**config.mk**
```make
export PLATFORM = sky130hd
export DESIGN_NAME = bri_trip_logic
export DESIGN_NICKNAME = d
export VERILOG_FILES = /design/src/common/bri_pkg.sv /design/src/core/bri_trip_logic.sv
export SDC_FILE = /design/constraint.sdc
export NUM_CORES = 1
export LEC_CHECK = 0
export ABC_AREA = 1
export BUFFER_PORTS_ARGS = -buffer_cell sky130_fd_sc_hd__buf_4
export CORE_ASPECT_RATIO = 0.6
export CORE_MARGIN = 8
export CORE_UTILIZATION = 51
export CTS_BUF_LIST = sky130_fd_sc_hd__clkbuf_4 sky130_fd_sc_hd__clkbuf_8
export DETAILED_ROUTE_END_ITERATION = 6
export GPL_TIMING_DRIVEN = 0
export PLACE_DENSITY = 0.65
export SETUP_SLACK_MARGIN = 0.4
export SYNTH_ARGS = -nofsm -noshare
export SYNTH_HDL_FRONTEND = slang
export SYNTH_SLANG_ARGS = --single-unit
```
**constraint.sdc**
```tcl
create_clock -name clk_sys_in -period 4.33 [get_ports clk_sys_in]
set_clock_uncertainty 0.15 [all_clocks]
set_input_delay 0.6495 -clock clk_sys_in [delete_from_list [all_inputs] [get_ports clk_sys_in]]
set_output_delay 0.6495 -clock clk_sys_in [all_outputs]
set_load 0.05 [all_outputs]
```
**src/common/bri_pkg.sv**
```systemverilog
package bri_pkg;
   localparam int CLK_HZ = 100_000_000;
   // reset inhibit time after a division's own actuation
   localparam int RESET_DELAY_S = 25;
   localparam longint RESET_DELAY_CYC_L = longint'(RESET_DELAY_S) * longint'(CLK_HZ);
   localparam int TMR_W = 32;
   localparam logic [TMR_W-1:0] RESET_DELAY_CYC = RESET_DELAY_CYC_L[TMR_W-1:0];
   // spacing between successive discharge volume valve reopen commands
   localparam int VALVE_STEP_MS = 2000;
   localparam longint VALVE_STEP_CYC_L = longint'(VALVE_STEP_MS) * longint'(CLK_HZ) / 64'h0000_0000_0000_03E8;
   localparam logic [TMR_W-1:0] VALVE_STEP_CYC = VALVE_STEP_CYC_L[TMR_W-1:0];
   localparam int NUM_DV_VALVES = 4;
   localparam logic [NUM_DV_VALVES-1:0] DV_OPEN_RST = 4'hF;
   localparam logic [TMR_W-1:0] TMR_ZERO = 32'h0000_0000;
   localparam logic [1:0] SYNC_RST = 2'h0;
   typedef enum logic [1:0] {
      BRI_SEQ_IDLE = 2'b00,
      BRI_SEQ_STEP = 2'b01,
      BRI_SEQ_WAIT = 2'b11
   } bri_seq_type;
endpackage : bri_pkg

```
**src/core/bri_trip_logic.sv**
```systemverilog
`timescale 1ns/1ps
`default_nettype none
module bri_trip_logic #(
   parameter logic [31:0] RESET_DELAY_CYC_P = bri_pkg::RESET_DELAY_CYC,
   parameter logic [31:0] VALVE_STEP_CYC_P = bri_pkg::VALVE_STEP_CYC
) (
   // clock and reset
   input wire logic clk_sys_in,
   input wire logic nrst_in,
   // process switches: bit0 = channel A/B, bit1 = channel C/D
   input wire logic [1:0] div1_low_level_in,
   input wire logic [1:0] div1_high_press_in,
   input wire logic [1:0] div2_low_level_in,
   input wire logic [1:0] div2_high_press_in,
   // operator panel, bit0 = division 1, bit1 = division 2
   input wire logic [1:0] manual_armed_in,
   input wire logic [1:0] manual_pressed_in,
   input wire logic [1:0] reset_push_in,
   input wire logic [1:0] alarm_ack_in,
   // local keylocked switches and status
   input wire logic [1:0] maint_bypass_in,
   input wire logic [1:0] pump_bypass_in,
   input wire logic [1:0] div_fault_in,
   // valve position feedback: bit0 vent, bit1 block
   input wire logic [1:0] div1_valve_pos_in,
   input wire logic [1:0] div2_valve_pos_in,
   // solenoid drivers, bit0 vent, bit1 block
   output logic [1:0] div1_solenoid_out,
   output logic [1:0] div2_solenoid_out,
   output logic [1:0] pump_trip_out,
   output logic [bri_pkg::NUM_DV_VALVES-1:0] dv_valve_open_out,
   // annunciators
   output logic [1:0] actuated_alarm_out,
   output logic [1:0] armed_alarm_out,
   output logic [1:0] bypass_alarm_out,
   output logic [1:0] pump_bypass_alarm_out,
   output logic inoperable_out,
   // recorders
   output logic scram_out,
   output logic [1:0] div_trip_out,
   output logic trip_event_out,
   output logic recorder_trigger_out
);
   import bri_pkg::*;

   // all outside inputs pass three flip-flops; a change counts once stages 2 and 3 agree
   localparam int NIN = 22;
   logic [NIN-1:0] raw_in;
   logic [NIN-1:0] sync1;
   logic [NIN-1:0] sync2;
   logic [NIN-1:0] sync3;
   logic [NIN-1:0] filt;
   logic [NIN-1:0] next_filt;

   assign raw_in = {div_fault_in, pump_bypass_in, maint_bypass_in, alarm_ack_in, reset_push_in, manual_pressed_in,
                    manual_armed_in, div2_high_press_in, div2_low_level_in, div1_high_press_in, div1_low_level_in};

   always_ff @(posedge clk_sys_in) begin
      if (!nrst_in) begin
         sync1 <= '0;
         sync2 <= '0;
         sync3 <= '0;
      end else begin
         sync1 <= raw_in;
         sync2 <= sync1;
         sync3 <= sync2;
      end
   end

   assign next_filt = (sync2 & sync3) | (filt & (sync2 | sync3));

   always_ff @(posedge clk_sys_in) begin
      if (!nrst_in) begin
         filt <= '0;
      end else begin
         filt <= next_filt;
      end
   end

   // filtered inputs, named by purpose
   wire [1:0] d1_low = filt[1:0];
   wire [1:0] d1_hp = filt[3:2];
   wire [1:0] d2_low = filt[5:4];
   wire [1:0] d2_hp = filt[7:6];
   wire [1:0] m_armed = filt[9:8];
   wire [1:0] m_press = filt[11:10];
   wire [1:0] rst_push = filt[13:12];
   wire [1:0] ack = filt[15:14];
   wire [1:0] byp = filt[17:16];
   wire [1:0] pbyp = filt[19:18];
   wire [1:0] fault = filt[21:20];
   // shared down-counter step for the reset timers and the valve spacing
   function automatic logic [TMR_W-1:0] count_down(input logic [TMR_W-1:0] v);
      return v - 32'h0000_0001;
   endfunction : count_down

   // division 1 sees channels A and C only, division 2 B and D
   function automatic logic two_of_two(input logic [1:0] ch);
      return ch[0] & ch[1];
   endfunction : two_of_two

   wire [1:0] manual_req = m_armed & m_press;
   wire [1:0] auto_trip = {two_of_two(d2_low) | two_of_two(d2_hp),
                           two_of_two(d1_low) | two_of_two(d1_hp)};
   // the maintenance bypass is the only inhibit; nothing bypasses during operation
   wire [1:0] init_trip = (auto_trip | manual_req) & ~byp;

   logic [1:0] sealed;
   logic [TMR_W-1:0] tmr [2];
   // a timer at zero means the reset inhibit has run out
   wire [1:0] tmr_done = {tmr[1] == TMR_ZERO, tmr[0] == TMR_ZERO};
   wire both_done = tmr_done[0] & tmr_done[1];
   wire both_tripped = sealed[0] & sealed[1];
   // with both divisions tripped a reset needs both timers run out
   wire [1:0] reset_ok = both_tripped ? {2{both_done}} : tmr_done;
   wire [1:0] reset_take = rst_push & sealed & reset_ok & ~init_trip;
   logic [1:0] sealed_d;

   genvar g;
   generate
      for (g = 0; g < 2; g++) begin : g_div
         always_ff @(posedge clk_sys_in) begin
            if (!nrst_in) begin
               sealed[g] <= 1'b0;
               tmr[g] <= TMR_ZERO;
            // loading only on a fresh trip keeps a held input from restarting the delay
            end else if (init_trip[g] && !sealed[g]) begin
               sealed[g] <= 1'b1;
               tmr[g] <= RESET_DELAY_CYC_P;
            end else if (reset_take[g]) begin
               sealed[g] <= 1'b0;
            end else if (sealed[g] && !tmr_done[g]) begin
               tmr[g] <= count_down(tmr[g]);
            end
         end
      end
   endgenerate

   // reset reopens discharge volume valves one by one, avoiding water hammer
   bri_seq_type seq;
   logic [TMR_W-1:0] step_cnt;
   logic [1:0] step_idx;
   logic [NUM_DV_VALVES-1:0] dv_open;
   wire scram_now = both_tripped;
   wire any_reset = |(sealed_d & ~sealed);
   wire seq_start = (dv_open != DV_OPEN_RST) && any_reset;
   wire step_last = (step_idx == 2'h3);
   wire step_zero = (step_cnt == TMR_ZERO);

   // a scram closes everything at once; only the reopening is paced
   always_ff @(posedge clk_sys_in) begin
      if (!nrst_in) begin
         seq <= BRI_SEQ_IDLE;
      end else if (scram_now) begin
         seq <= BRI_SEQ_IDLE;
      end else begin
         case (seq)
            BRI_SEQ_IDLE: begin
               if (seq_start) begin
                  seq <= BRI_SEQ_STEP;
               end
            end
            BRI_SEQ_STEP: begin
               seq <= step_last ? BRI_SEQ_IDLE : BRI_SEQ_WAIT;
            end
            BRI_SEQ_WAIT: begin
               if (step_zero) begin
                  seq <= BRI_SEQ_STEP;
               end
            end
            default: begin
               seq <= BRI_SEQ_IDLE;
            end
         endcase
      end
   end

   always_ff @(posedge clk_sys_in) begin
      if (!nrst_in) begin
         step_idx <= 2'h0;
      end else if (seq == BRI_SEQ_IDLE) begin
         step_idx <= 2'h0;
      end else if (seq == BRI_SEQ_WAIT && step_zero) begin
         step_idx <= step_idx + 2'h1;
      end
   end

   always_ff @(posedge clk_sys_in) begin
      if (!nrst_in) begin
         step_cnt <= TMR_ZERO;
      end else if (seq == BRI_SEQ_STEP) begin
         step_cnt <= VALVE_STEP_CYC_P;
      end else if (seq == BRI_SEQ_WAIT && !step_zero) begin
         step_cnt <= count_down(step_cnt);
      end
   end

   always_ff @(posedge clk_sys_in) begin
      if (!nrst_in) begin
         dv_open <= DV_OPEN_RST;
      end else if (scram_now) begin
         dv_open <= '0;
      end else if (seq == BRI_SEQ_STEP) begin
         dv_open[step_idx] <= 1'b1;
      end
   end

   // actuation alarm latches on valve feedback; ack refused while feedback remains
   // switches pass their own three-stage filter, then two settling registers
   logic [1:0] act_alarm;
   logic [3:0] pos_s1;
   logic [3:0] pos_s2;
   logic [3:0] pos_s3;
   logic [3:0] pos_filt;
   logic [1:0] div1_pos_f;
   logic [1:0] div2_pos_f;
   logic [1:0] pos1_f;
   logic [1:0] pos2_f;
   wire [1:0] valves_on = {&pos2_f, &pos1_f};

   always_ff @(posedge clk_sys_in) begin
      if (!nrst_in) begin
         pos1_f <= 2'h0;
         pos2_f <= 2'h0;
      end else begin
         pos1_f <= div1_pos_f;
         pos2_f <= div2_pos_f;
      end
   end

   always_ff @(posedge clk_sys_in) begin
      if (!nrst_in) begin
         div1_pos_f <= 2'h0;
         div2_pos_f <= 2'h0;
      end else begin
         div1_pos_f <= pos_filt[1:0];
         div2_pos_f <= pos_filt[3:2];
      end
   end

   always_ff @(posedge clk_sys_in) begin
      if (!nrst_in) begin
         pos_s1 <= 4'h0;
         pos_s2 <= 4'h0;
         pos_s3 <= 4'h0;
         pos_filt <= 4'h0;
      end else begin
         pos_s1 <= {div2_valve_pos_in, div1_valve_pos_in};
         pos_s2 <= pos_s1;
         pos_s3 <= pos_s2;
         pos_filt <= (pos_s2 & pos_s3) | (pos_filt & (pos_s2 | pos_s3));
      end
   end

   always_ff @(posedge clk_sys_in) begin
      if (!nrst_in) begin
         act_alarm <= 2'h0;
      end else begin
         // set wins over the ack; ack only lands once feedback is gone
         act_alarm <= valves_on | (act_alarm & ~ack);
      end
   end

   always_ff @(posedge clk_sys_in) begin
      if (!nrst_in) begin
         sealed_d <= 2'h0;
      end else begin
         sealed_d <= sealed;
      end
   end

   // solenoid and valve drivers
   always_ff @(posedge clk_sys_in) begin
      if (!nrst_in) begin
         div1_solenoid_out <= 2'h0;
         div2_solenoid_out <= 2'h0;
         pump_trip_out <= 2'h0;
         dv_valve_open_out <= DV_OPEN_RST;
      end else begin
         div1_solenoid_out <= {2{sealed[0]}};
         div2_solenoid_out <= {2{sealed[1]}};
         pump_trip_out <= (auto_trip | manual_req) & ~pbyp;
         dv_valve_open_out <= dv_open;
      end
   end

   // annunciators
   always_ff @(posedge clk_sys_in) begin
      if (!nrst_in) begin
         actuated_alarm_out <= 2'h0;
         armed_alarm_out <= 2'h0;
         bypass_alarm_out <= 2'h0;
         pump_bypass_alarm_out <= 2'h0;
         inoperable_out <= 1'b0;
      end else begin
         actuated_alarm_out <= act_alarm;
         armed_alarm_out <= m_armed;
         bypass_alarm_out <= byp;
         pump_bypass_alarm_out <= pbyp;
         inoperable_out <= |(byp | fault);
      end
   end

   // recorders; a new trip is a rising seal-in, one pulse shared by divisions that seal in on the same cycle
   wire [1:0] new_trip = sealed & ~sealed_d;
   always_ff @(posedge clk_sys_in) begin
      if (!nrst_in) begin
         scram_out <= 1'b0;
         div_trip_out <= 2'h0;
         trip_event_out <= 1'b0;
         recorder_trigger_out <= 1'b0;
      end else begin
         scram_out <= scram_now;
         div_trip_out <= sealed;
         trip_event_out <= |new_trip;
         recorder_trigger_out <= scram_now;
      end
   end
endmodule : bri_trip_logic
`default_nettype wire

```
* Word level (Yosys, flattened, before mapping) *
Memory sizes are Yosys's and may differ from the RTL's.
Index checks and enable logic that the tools add are counted.

operators by class
  eq/ne operators = 6
  bitwise gates (word level) = 40
  reduce and logical (&&, ||, !) cells = 30
  multiplexer cells = 36
  add/sub/neg operators = 4
  order comparisons = 2

operators with widths
  operator               number
  $mux 32                4
  $logic_not 32->1       3
  $sub 32x1->32 const B  3
  $mux 28                2
  $and 22x22->22         2
  $or 22x22->22          2
  $mux 1                 22
  $and 2x2->2            9
  $not 2->2              6
  $or 4x4->4             3
  $reduce_or 2->1        6
  $and 4x4->4            2
  $logic_and 1x1->1      8
  $mux 2                 4
  $mux 4                 2
  $reduce_bool 2->1      4
  $and 1x1->1            6
  $or 1x1->1             6
  $or 2x2->2             3
  $pmux 2 s3             1
  $reduce_and 2->1       3
  $logic_not 1->1        5
  $eq 2x2->1 const B     2
  $ne 2x2->1 const B     2
  8 further kinds        8

storage, ports and cells
  bits in writable memories = 64
  bits of input ports = 28
  memories = 1
  logic and storage cells = 151
  output and inout bits = 24
  register bits = 177

memories
  name  depth  width  read ports  clocked after memory_dff  write ports  line                   RTL
  tmr   2      32     2           0                         2            bri_trip_logic.sv:109  logic [TMR_W-1:0] tmr [2];

* Longest topological paths before layout *
Gate-level depths: netlist (run 1).

  depth in word-level cells = 11
  depth in mapped cells = 13

* Worst setup path before layout (run 1) *
Ideal clock, no wire load.

  path kind = input-to-reg
  start point = input port nrst_in
  end point = memory tmr[0][0] (enable)
  library setup time = 0.559 ns
  path slack = 1.484 ns
  data arrival time = 2.137 ns
  stages = 4
  buffers on the path = 3
  cells stage by stage = buf_2 > clkbuf_1 > clkbuf_1 > nand3b_1

RTL lines
  what                line                   RTL
  start: declaration  bri_trip_logic.sv:9    input wire logic nrst_in,
  end: declaration    bri_trip_logic.sv:109

==> results of run 1 <==
-- layer usage --
| metal | vias up | global-route usage |
|---|---|---|
| met5 | - | 0 |
| met4 | 0 | 0.0527 |
| met3 | 37 | 0.0427 |
| met2 | 248 | 0.254 |
| met1 | 3923 | 0.314 |
| li1 | 4544 | - |
-- cell type report --
type	count	share of cell area
Sequential cell	239	0.441
Clock inverter	10	0.00692
Timing Repair Buffer	52	0.0327
Inverter	231	0.0709
Tap cell	279	0.0284
Clock buffer	52	0.0531
Multi-Input combinational cell	898	0.349
Buffer	37	0.0178
-- where the power goes --
part           switching (uW)  leakage [uW]  internal (uW)
Sequential               73.7       0.00209           2380
Combinational             716       0.00364            352
Clock                     883      0.000383           1040
-- cell usage in the layout, fill, tap and decap left out, types with 4 or more instances in the layout --
cell type and n:
o21bai_1 8, nand3_1 64, or2_2 9, buf_2 5, inv_1 227, nand4_1 25
nor2_2 11, nand3b_1 5, buf_4 57, edfxtp_1 64, clkinv_1 4, xor2_1 30
o21ai_0 48, dfxtp_1 175, nor2_1 225, nor3_1 11, ha_1 13, nand2_1 331
nor2_4 8, a21oi_1 69, nand2_2 5, buf_6 5, xnor2_1 19, clkbuf_1 18
clkbuf_8 42, clkbuf_4 10
-- registers in the layout (all words and copies together), names as in the netlist, 22 cells and up --
signal    flops
step_cnt     32
tmr          64
filt         22
sync1        22
sync3        22
sync2        22
-- path summary, 6_finish.rpt --
check,end,slack (ns),cells after the start,from
worst max-delay path,tmr[0][8]$_DFFE_PP_,1.36,11,tmr[0][9]$_SDFFCE_PP0P_
worst min-delay path,sync1[3]$_SDFF_PN0_,0.13,3,div1_high_press_in[1]
worst max register to register,tmr[0][8]$_DFFE_PP_,1.36,11,tmr[0][9]$_SDFFCE_PP0P_
worst min register to register,sync2[14]$_SDFF_PN0_,0.26,2,sync1[14]$_SDFF_PN0_
-- logic make-up (layout without fill, tap and decap cells) --
family                   after synthesis  count (layout)
AO/OA/AOI/OAI                        134             134
adder cells (fa/ha/maj)               13              13
AND/OR/NAND/NOR                      702             702
buffers and inverters                268             382
XOR/XNOR                              49              49
flip-flops                           239             239
-- critical path, cell delays in order, from the launching register on --
cell	delay, ns
edfxtp_1	0.42
nor2_1	0.20
nand2_1	0.11
nor2_1	0.19
nand2_1	0.15
nor2_2	0.27
nor2_4	0.13
inv_4	0.14
buf_6	0.18
nand3b_1	0.33
buf_8	0.30
buf_6	0.16
-- through the flow --
step / worst slack [ns] / total power [uW] / area, sq um
2_1_floorplan: 1.48 / 3280 / 10800
3_3_place_gp: 0.293 / 3530 / 11500
3_5_place_dp: 0.535 / 3550 / 11600
4_1_cts: 1.11 / 5480 / 12300
5_1_grt: 1.18 / 5760 / 12300
6_report: 1.36 / 5440 / 12300
==> results.toml, run 1 <==
[sta]
fin_setup_tns_ns = 0
setup-violations-final = 0
grt_setup_unrepaired = "no"
hold_violations = 0
maxSlewHeadroom = 0.486
slew_violations = 0
fin_crit_sh = 0.687
hold_ws_ns = 0.128
fmax_ghz = 0.336
fin_crit_ns = 2.97
tightestPinTransition_ns = 0.768

[pwr]
p_leak_uw = 0.00611
powerDensity_nw_per_um2 = 442
ir_drop_mv = 0.242

[clock_tree]
clk-insertion-delay-late_ns = 0.56
cts.sinks = 239
cts_resized = 0
cts-root-buf = "clkbuf_8"
clk_pin_slew_ns = 0.07
cts_tree = "yes"
cts_buffers = 36
clockBufferDepth = 3
post-cts-setup-buffer-count = 0
htree_levels = 2
hold_buffers = 0

[logic_synthesis]
synth_area_leaders = "dfxtp_1, edfxtp_1, nand2_1"
yosysTopAreaCell = "dfxtp_1"
synth_fp_nets = 1446
synth_compound_area_frac = 0.0652
synthArstFlopShare = 0
ys_seq_elements = 239
synthSimpleGateAreaFrac = 0.277
ys_seq_area_frac = 0.502
synth_area_sq_um = 10800
synth_cell_types = 40
synth-main-ff-cell = "dfxtp_1"
synth_edf_count = 64
avgSynthCellArea_sq_um = 7.69
synth_cells = 1405
ys_warn_count = 0
synth_fa_ha_area_frac = 0.0151
yosys.area.top_type_share = 0.324
synth_common_cells = "nand2_1, inv_1, nor2_1"
synth_top_family_by_area = "simple AND/OR/NAND/NOR gates"
yosysMostFrequentCell = "nand2_1"
synth_xor_area_frac = 0.0397
muxShareOfSynthArea = 0

[layout]
antennaDiodeCount = 0
multi_input_area_sq_um = 4290
final.fill_count = 1941
final_cells = 1798
fin_util = 0.589
area_delta_synth_final_pct = 13.8
drive_above_1_share = 0.113
regArea_sq_um = 5430
finalNetCount = 1536

[global_route]
antenna_found_initial = 0
grt_pass1_vias = 7990
grt_first_pass_wirelength_mm = 41.6
grt_max_degree = 33
grt_use_total = 0.196
grt-ovfl-total = 0

[route]
drt_wl_total_mm = 25.4
drt_iter0_drc = 601
wl_met1_mm = 13.9
drt-pass1-iter-count = 5
wl_met2_mm = 9.22
vias = 8752
drc = 0
drtAntennaViolNets = 0
avgViaCountPerCell = 4.87
highest_layer = "met4"
wl_met3_mm = 1.87
drt-wirelength-per-cell_um = 14.1

[setup_path]
end_kind = "flop"
cp_data_arrival_time_ns = 3.14
start_kind = "flop"
path_class = "flop to flop"
critPathMaxFanout = 15
required_ns = 4.49

[floorplanning]
core_sq_um = 20900
dieArea_sq_um = 26300
dieHeight_um = 129
dieWidth_um = 204
initial_core_util = 0.518
io_pins = 52
num_rows = 41

[status]
outcome = "complete, no violations"

[run]
max_cap_violations = 0

[placement]
post-dp-hpwl_mm = 18.9
port_buffers = 50
gp_congestion = 0.921
post-place-cells = 1736

[worst_hold_path]
hp-class = "primary input to flop"
No activity file was read; power rests on OpenSTA's default activity.
==> inputs of run 2 (changes only) <==
--- a/config.mk
+++ b/config.mk
@@ -5,7 +5,7 @@
 export SDC_FILE = /design/constraint.sdc
 export NUM_CORES = 1
 export LEC_CHECK = 0
-export ABC_AREA = 1
+export ABC_AREA = 0
 export BUFFER_PORTS_ARGS = -buffer_cell sky130_fd_sc_hd__buf_4
 export CORE_ASPECT_RATIO = 0.6
 export CORE_MARGIN = 8
@@ -13,7 +13,7 @@
 export CTS_BUF_LIST = sky130_fd_sc_hd__clkbuf_4 sky130_fd_sc_hd__clkbuf_8
 export DETAILED_ROUTE_END_ITERATION = 6
 export GPL_TIMING_DRIVEN = 0
-export PLACE_DENSITY = 0.65
+export PLACE_DENSITY = 0.68
 export SETUP_SLACK_MARGIN = 0.4
 export SYNTH_ARGS = -nofsm -noshare
 export SYNTH_HDL_FRONTEND = slang
==> constraint.sdc (replaced) <==
create_clock -name clk_sys_in -period 2.5 [get_ports clk_sys_in]
set_clock_uncertainty 0.15 [all_clocks]
set_input_delay 0.375 -clock clk_sys_in [delete_from_list [all_inputs] [get_ports clk_sys_in]]
set_output_delay 0.375 -clock clk_sys_in [all_outputs]
set_load 0.05 [all_outputs]
==> run 2 against run 1 <==
The flow now finishes with violations (setup timing). Power rose by 70%. First-iteration DRC count shrank 16%. Critical path depth is 4 lower. Wire length is 2.8% lower. Core utilization is 13 points higher. Via count shrank 14%. Sequential share of layout area fell by 2.7 points. Non-clock buffer count up 111. Hold slack got worse by 0.056 ns. Sequential cell count stayed put. Die area shrank 11%. Global-route usage grew 0.054 points. Highest routed layer unchanged.
==> results.toml, run 2 <==
[pwr]
powerDensity_nw_per_um2 = 704
ir_drop_mv = 0.535
total_power_uw = 9260
p_leak_uw = 0.00487

[floorplanning]
core_sq_um = 18200
dieArea_sq_um = 23500
num_rows = 38
dieWidth_um = 193
initial_core_util = 0.524
dieHeight_um = 122
io_pins = 52

[global_route]
grt-ovfl-total = 0
antenna_found_initial = 0
grt_pass1_vias = 7177
grt_use_total = 0.197
grt_max_degree = 17
grt_first_pass_wirelength_mm = 37.5

[logic_synthesis]
ys_warn_count = 0
synthArstFlopShare = 0
yosysMostFrequentCell = "dfxtp_1"
synth_edf_count = 64
ys_seq_area_frac = 0.569
synth_area_sq_um = 9540
synth_area_leaders = "dfxtp_1, edfxtp_1, and2_1"
synth_cell_types = 62
synth_fp_nets = 962
yosys.area.top_type_share = 0.367
synth_common_cells = "dfxtp_1, and2_1, nor2_1"
avgSynthCellArea_sq_um = 10.4
ys_seq_elements = 239
synth-main-ff-cell = "dfxtp_1"
synth_cells = 921
yosysTopAreaCell = "dfxtp_1"

[setup_path]
rrSetupSlack_ns = -0.15
critPathMaxFanout = 5
cp_top_family = "simple AND/OR/NAND/NOR gates"
cp_data_arrival_time_ns = 2.76
worst_path_max_delay_cell = "or4b_4"
start_kind = "flop"
end_kind = "flop"
cp.buffers_inverters = 2
rr_endpoint = "tmr[1][20]$_SDFFCE_PN0P_"
required_ns = 2.62
reg2regPathDepth = 7
r2r_start = "tmr[1][16]$_SDFFCE_PN0P_"
path_class = "flop to flop"
crit_chain = "or3_4 > or4b_4 > nor4_4 > buf_4 > nand2b_4 > clkbuf_16 > nor2_2"
critPathMaxStageDelay_ns = 0.54

[route]
drc = 0
vias = 7570
drtAntennaViolNets = 0
drt_wl_total_mm = 24.7
drt-pass1-iter-count = 5
drt_iter0_drc = 506
drt-wirelength-per-cell_um = 17.7
avgViaCountPerCell = 5.45

[sta]
slew_violations = 0
setup-violations-final = 87
worst_slack_ns = -0.146
fin_crit_sh = 1.06
grt_setup_unrepaired = "yes"
maxSlewHeadroom = 0.318
hold_violations = 0
tightestPinTransition_ns = 1.02
fmax_ghz = 0.378
hold_ws_ns = 0.0723
fin_crit_ns = 2.65
fin_setup_tns_ns = -8.56

[layout]
final_cells = 1390
finalNetCount = 1162
area_delta_synth_final_pct = 38.0
largest_reg_flops = 64
layout_commonest_cell = "dfxtp_1"
drive_above_1_share = 0.327
final_cell_mix = "dfxtp_1, buf_4, and2_1, edfxtp_1, nand2_1"
multi_input_area_sq_um = 4790
antennaDiodeCount = 0
regArea_sq_um = 5450
top_register = "tmr"
reg_top3 = "tmr x64, step_cnt x32"
final.fill_count = 1275

[clock_tree]
cts_tree = "yes"
htree_levels = 2
cts-root-buf = "clkbuf_8"
cts_buffers = 37
cts.sinks = 239
clk-insertion-delay-late_ns = 0.52
clockBufferDepth = 3
clk_pin_slew_ns = 0.07

[status]
violations = "setup timing"
outcome = "finished with violations"

[worst_hold_path]
holdPathEnd = "sealed[1]$_SDFFE_PN0P_"
hp-class = "primary input to flop"
worstHoldPathCells = 3
hp-start = "nrst_in"

[run]
max_cap_violations = 0

[placement]
post-dp-hpwl_mm = 14.0
port_buffers = 51
post-place-cells = 1212
gp_congestion = 0.839
post-place-ws_ns = -0.370
[run 2: cell count changes in the layout (fill, tap and decap cells not counted), sizes merged, moves of 26 or more]
| cell | before | now |
|---|---|---|
| and2 | 0 | 97 |
| buf | 70 | 151 |
| dlygate4sd3 | 0 | 26 |
| inv | 233 | 20 |
| nand2 | 340 | 61 |
| nand3 | 64 | 11 |
| nor2 | 245 | 79 |
[run 2: area by class of cell]
type,instances,share of cell area
multi-input cells,625,0.364
well taps,240,0.0228
flip-flops and latches,239,0.414
inverters,18,0.00533
plain buffers,43,0.0260
repair buffers,157,0.110
clock buffers,55,0.0523
clock inverters,13,0.00561
[run 2: worst max path at each step]
stage / start / to / slack [ns] / cells after the start
after detailed placement: tmr[1][16]$_SDFFCE_PN0P_ / tmr[1][9]$_SDFFCE_PN0P_ / -0.37 / 6
after floorplan: tmr[1][16]$_SDFFCE_PN0P_ / tmr[1][0]$_SDFFCE_PN0P_ / -0.05 / 6
after global routing: tmr[1][16]$_SDFFCE_PN0P_ / tmr[1][20]$_SDFFCE_PN0P_ / -0.20 / 7
after CTS: tmr[1][16]$_SDFFCE_PN0P_ / tmr[1][23]$_SDFFCE_PN0P_ / -0.13 / 6
after global placement: tmr[1][6]$_SDFFCE_PN0P_ / tmr[1][21]$_SDFFCE_PN0P_ / -0.39 / 6
final: tmr[1][16]$_SDFFCE_PN0P_ / tmr[1][20]$_SDFFCE_PN0P_ / -0.15 / 7
[run 2: metrics by stage]
step	util	cell area [sq um]
final	0.722	13200
after global placement	0.570	10400
after floorplan	-	9700
after global routing	0.722	13200
after CTS	0.676	12300
after detailed placement	0.570	10400
[run 2: cell families (layout without fill, tap and decap cells)]
group                    count (synthesis)  count (layout)  synth area share
AND/OR/NAND/NOR                        377             381             0.223
flip-flops                             239             239             0.569
AO/OA/AOI/OAI                          161             161            0.0982
XOR/XNOR                                68              68            0.0625
buffers and inverters                   61             286            0.0278
adder cells (fa/ha/maj)                 13              13            0.0171
multiplexers                             2               2           0.00210
[run 2: worst min-delay path, delay by kind of cell]
kind | cells | cell delay (ns)
compound gates | 2 | 0.16
buf+inv | 1 | 0.15
[run 2: repair_timing]
action	CTS	global route
cloned	9	2
hold buffers	26	0
resized for setup	113	143
endpoints found under the hold margin	26	0
buffers inserted	44	29
setup endpoints to repair	166	164
pin swaps	31	55
[run 2: per-layer routing]
layer	GRT usage	vias up	wire, um
met5	0	-	0
met4	0.0380	0	242
met3	0.0448	18	1450
met2	0.290	222	11000
met1	0.292	3673	12000
li1	-	3657	-
[run 2: power by group]
| group | internal, uW | leakage [uW] | switching (uW) |
|---|---|---|---|
| logic | 726 | 0.00237 | 924 |
| clock network | 1790 | 0.000413 | 1550 |
| registers | 4110 | 0.00209 | 153 |
| total | 6630 | 0.00487 | 2630 |
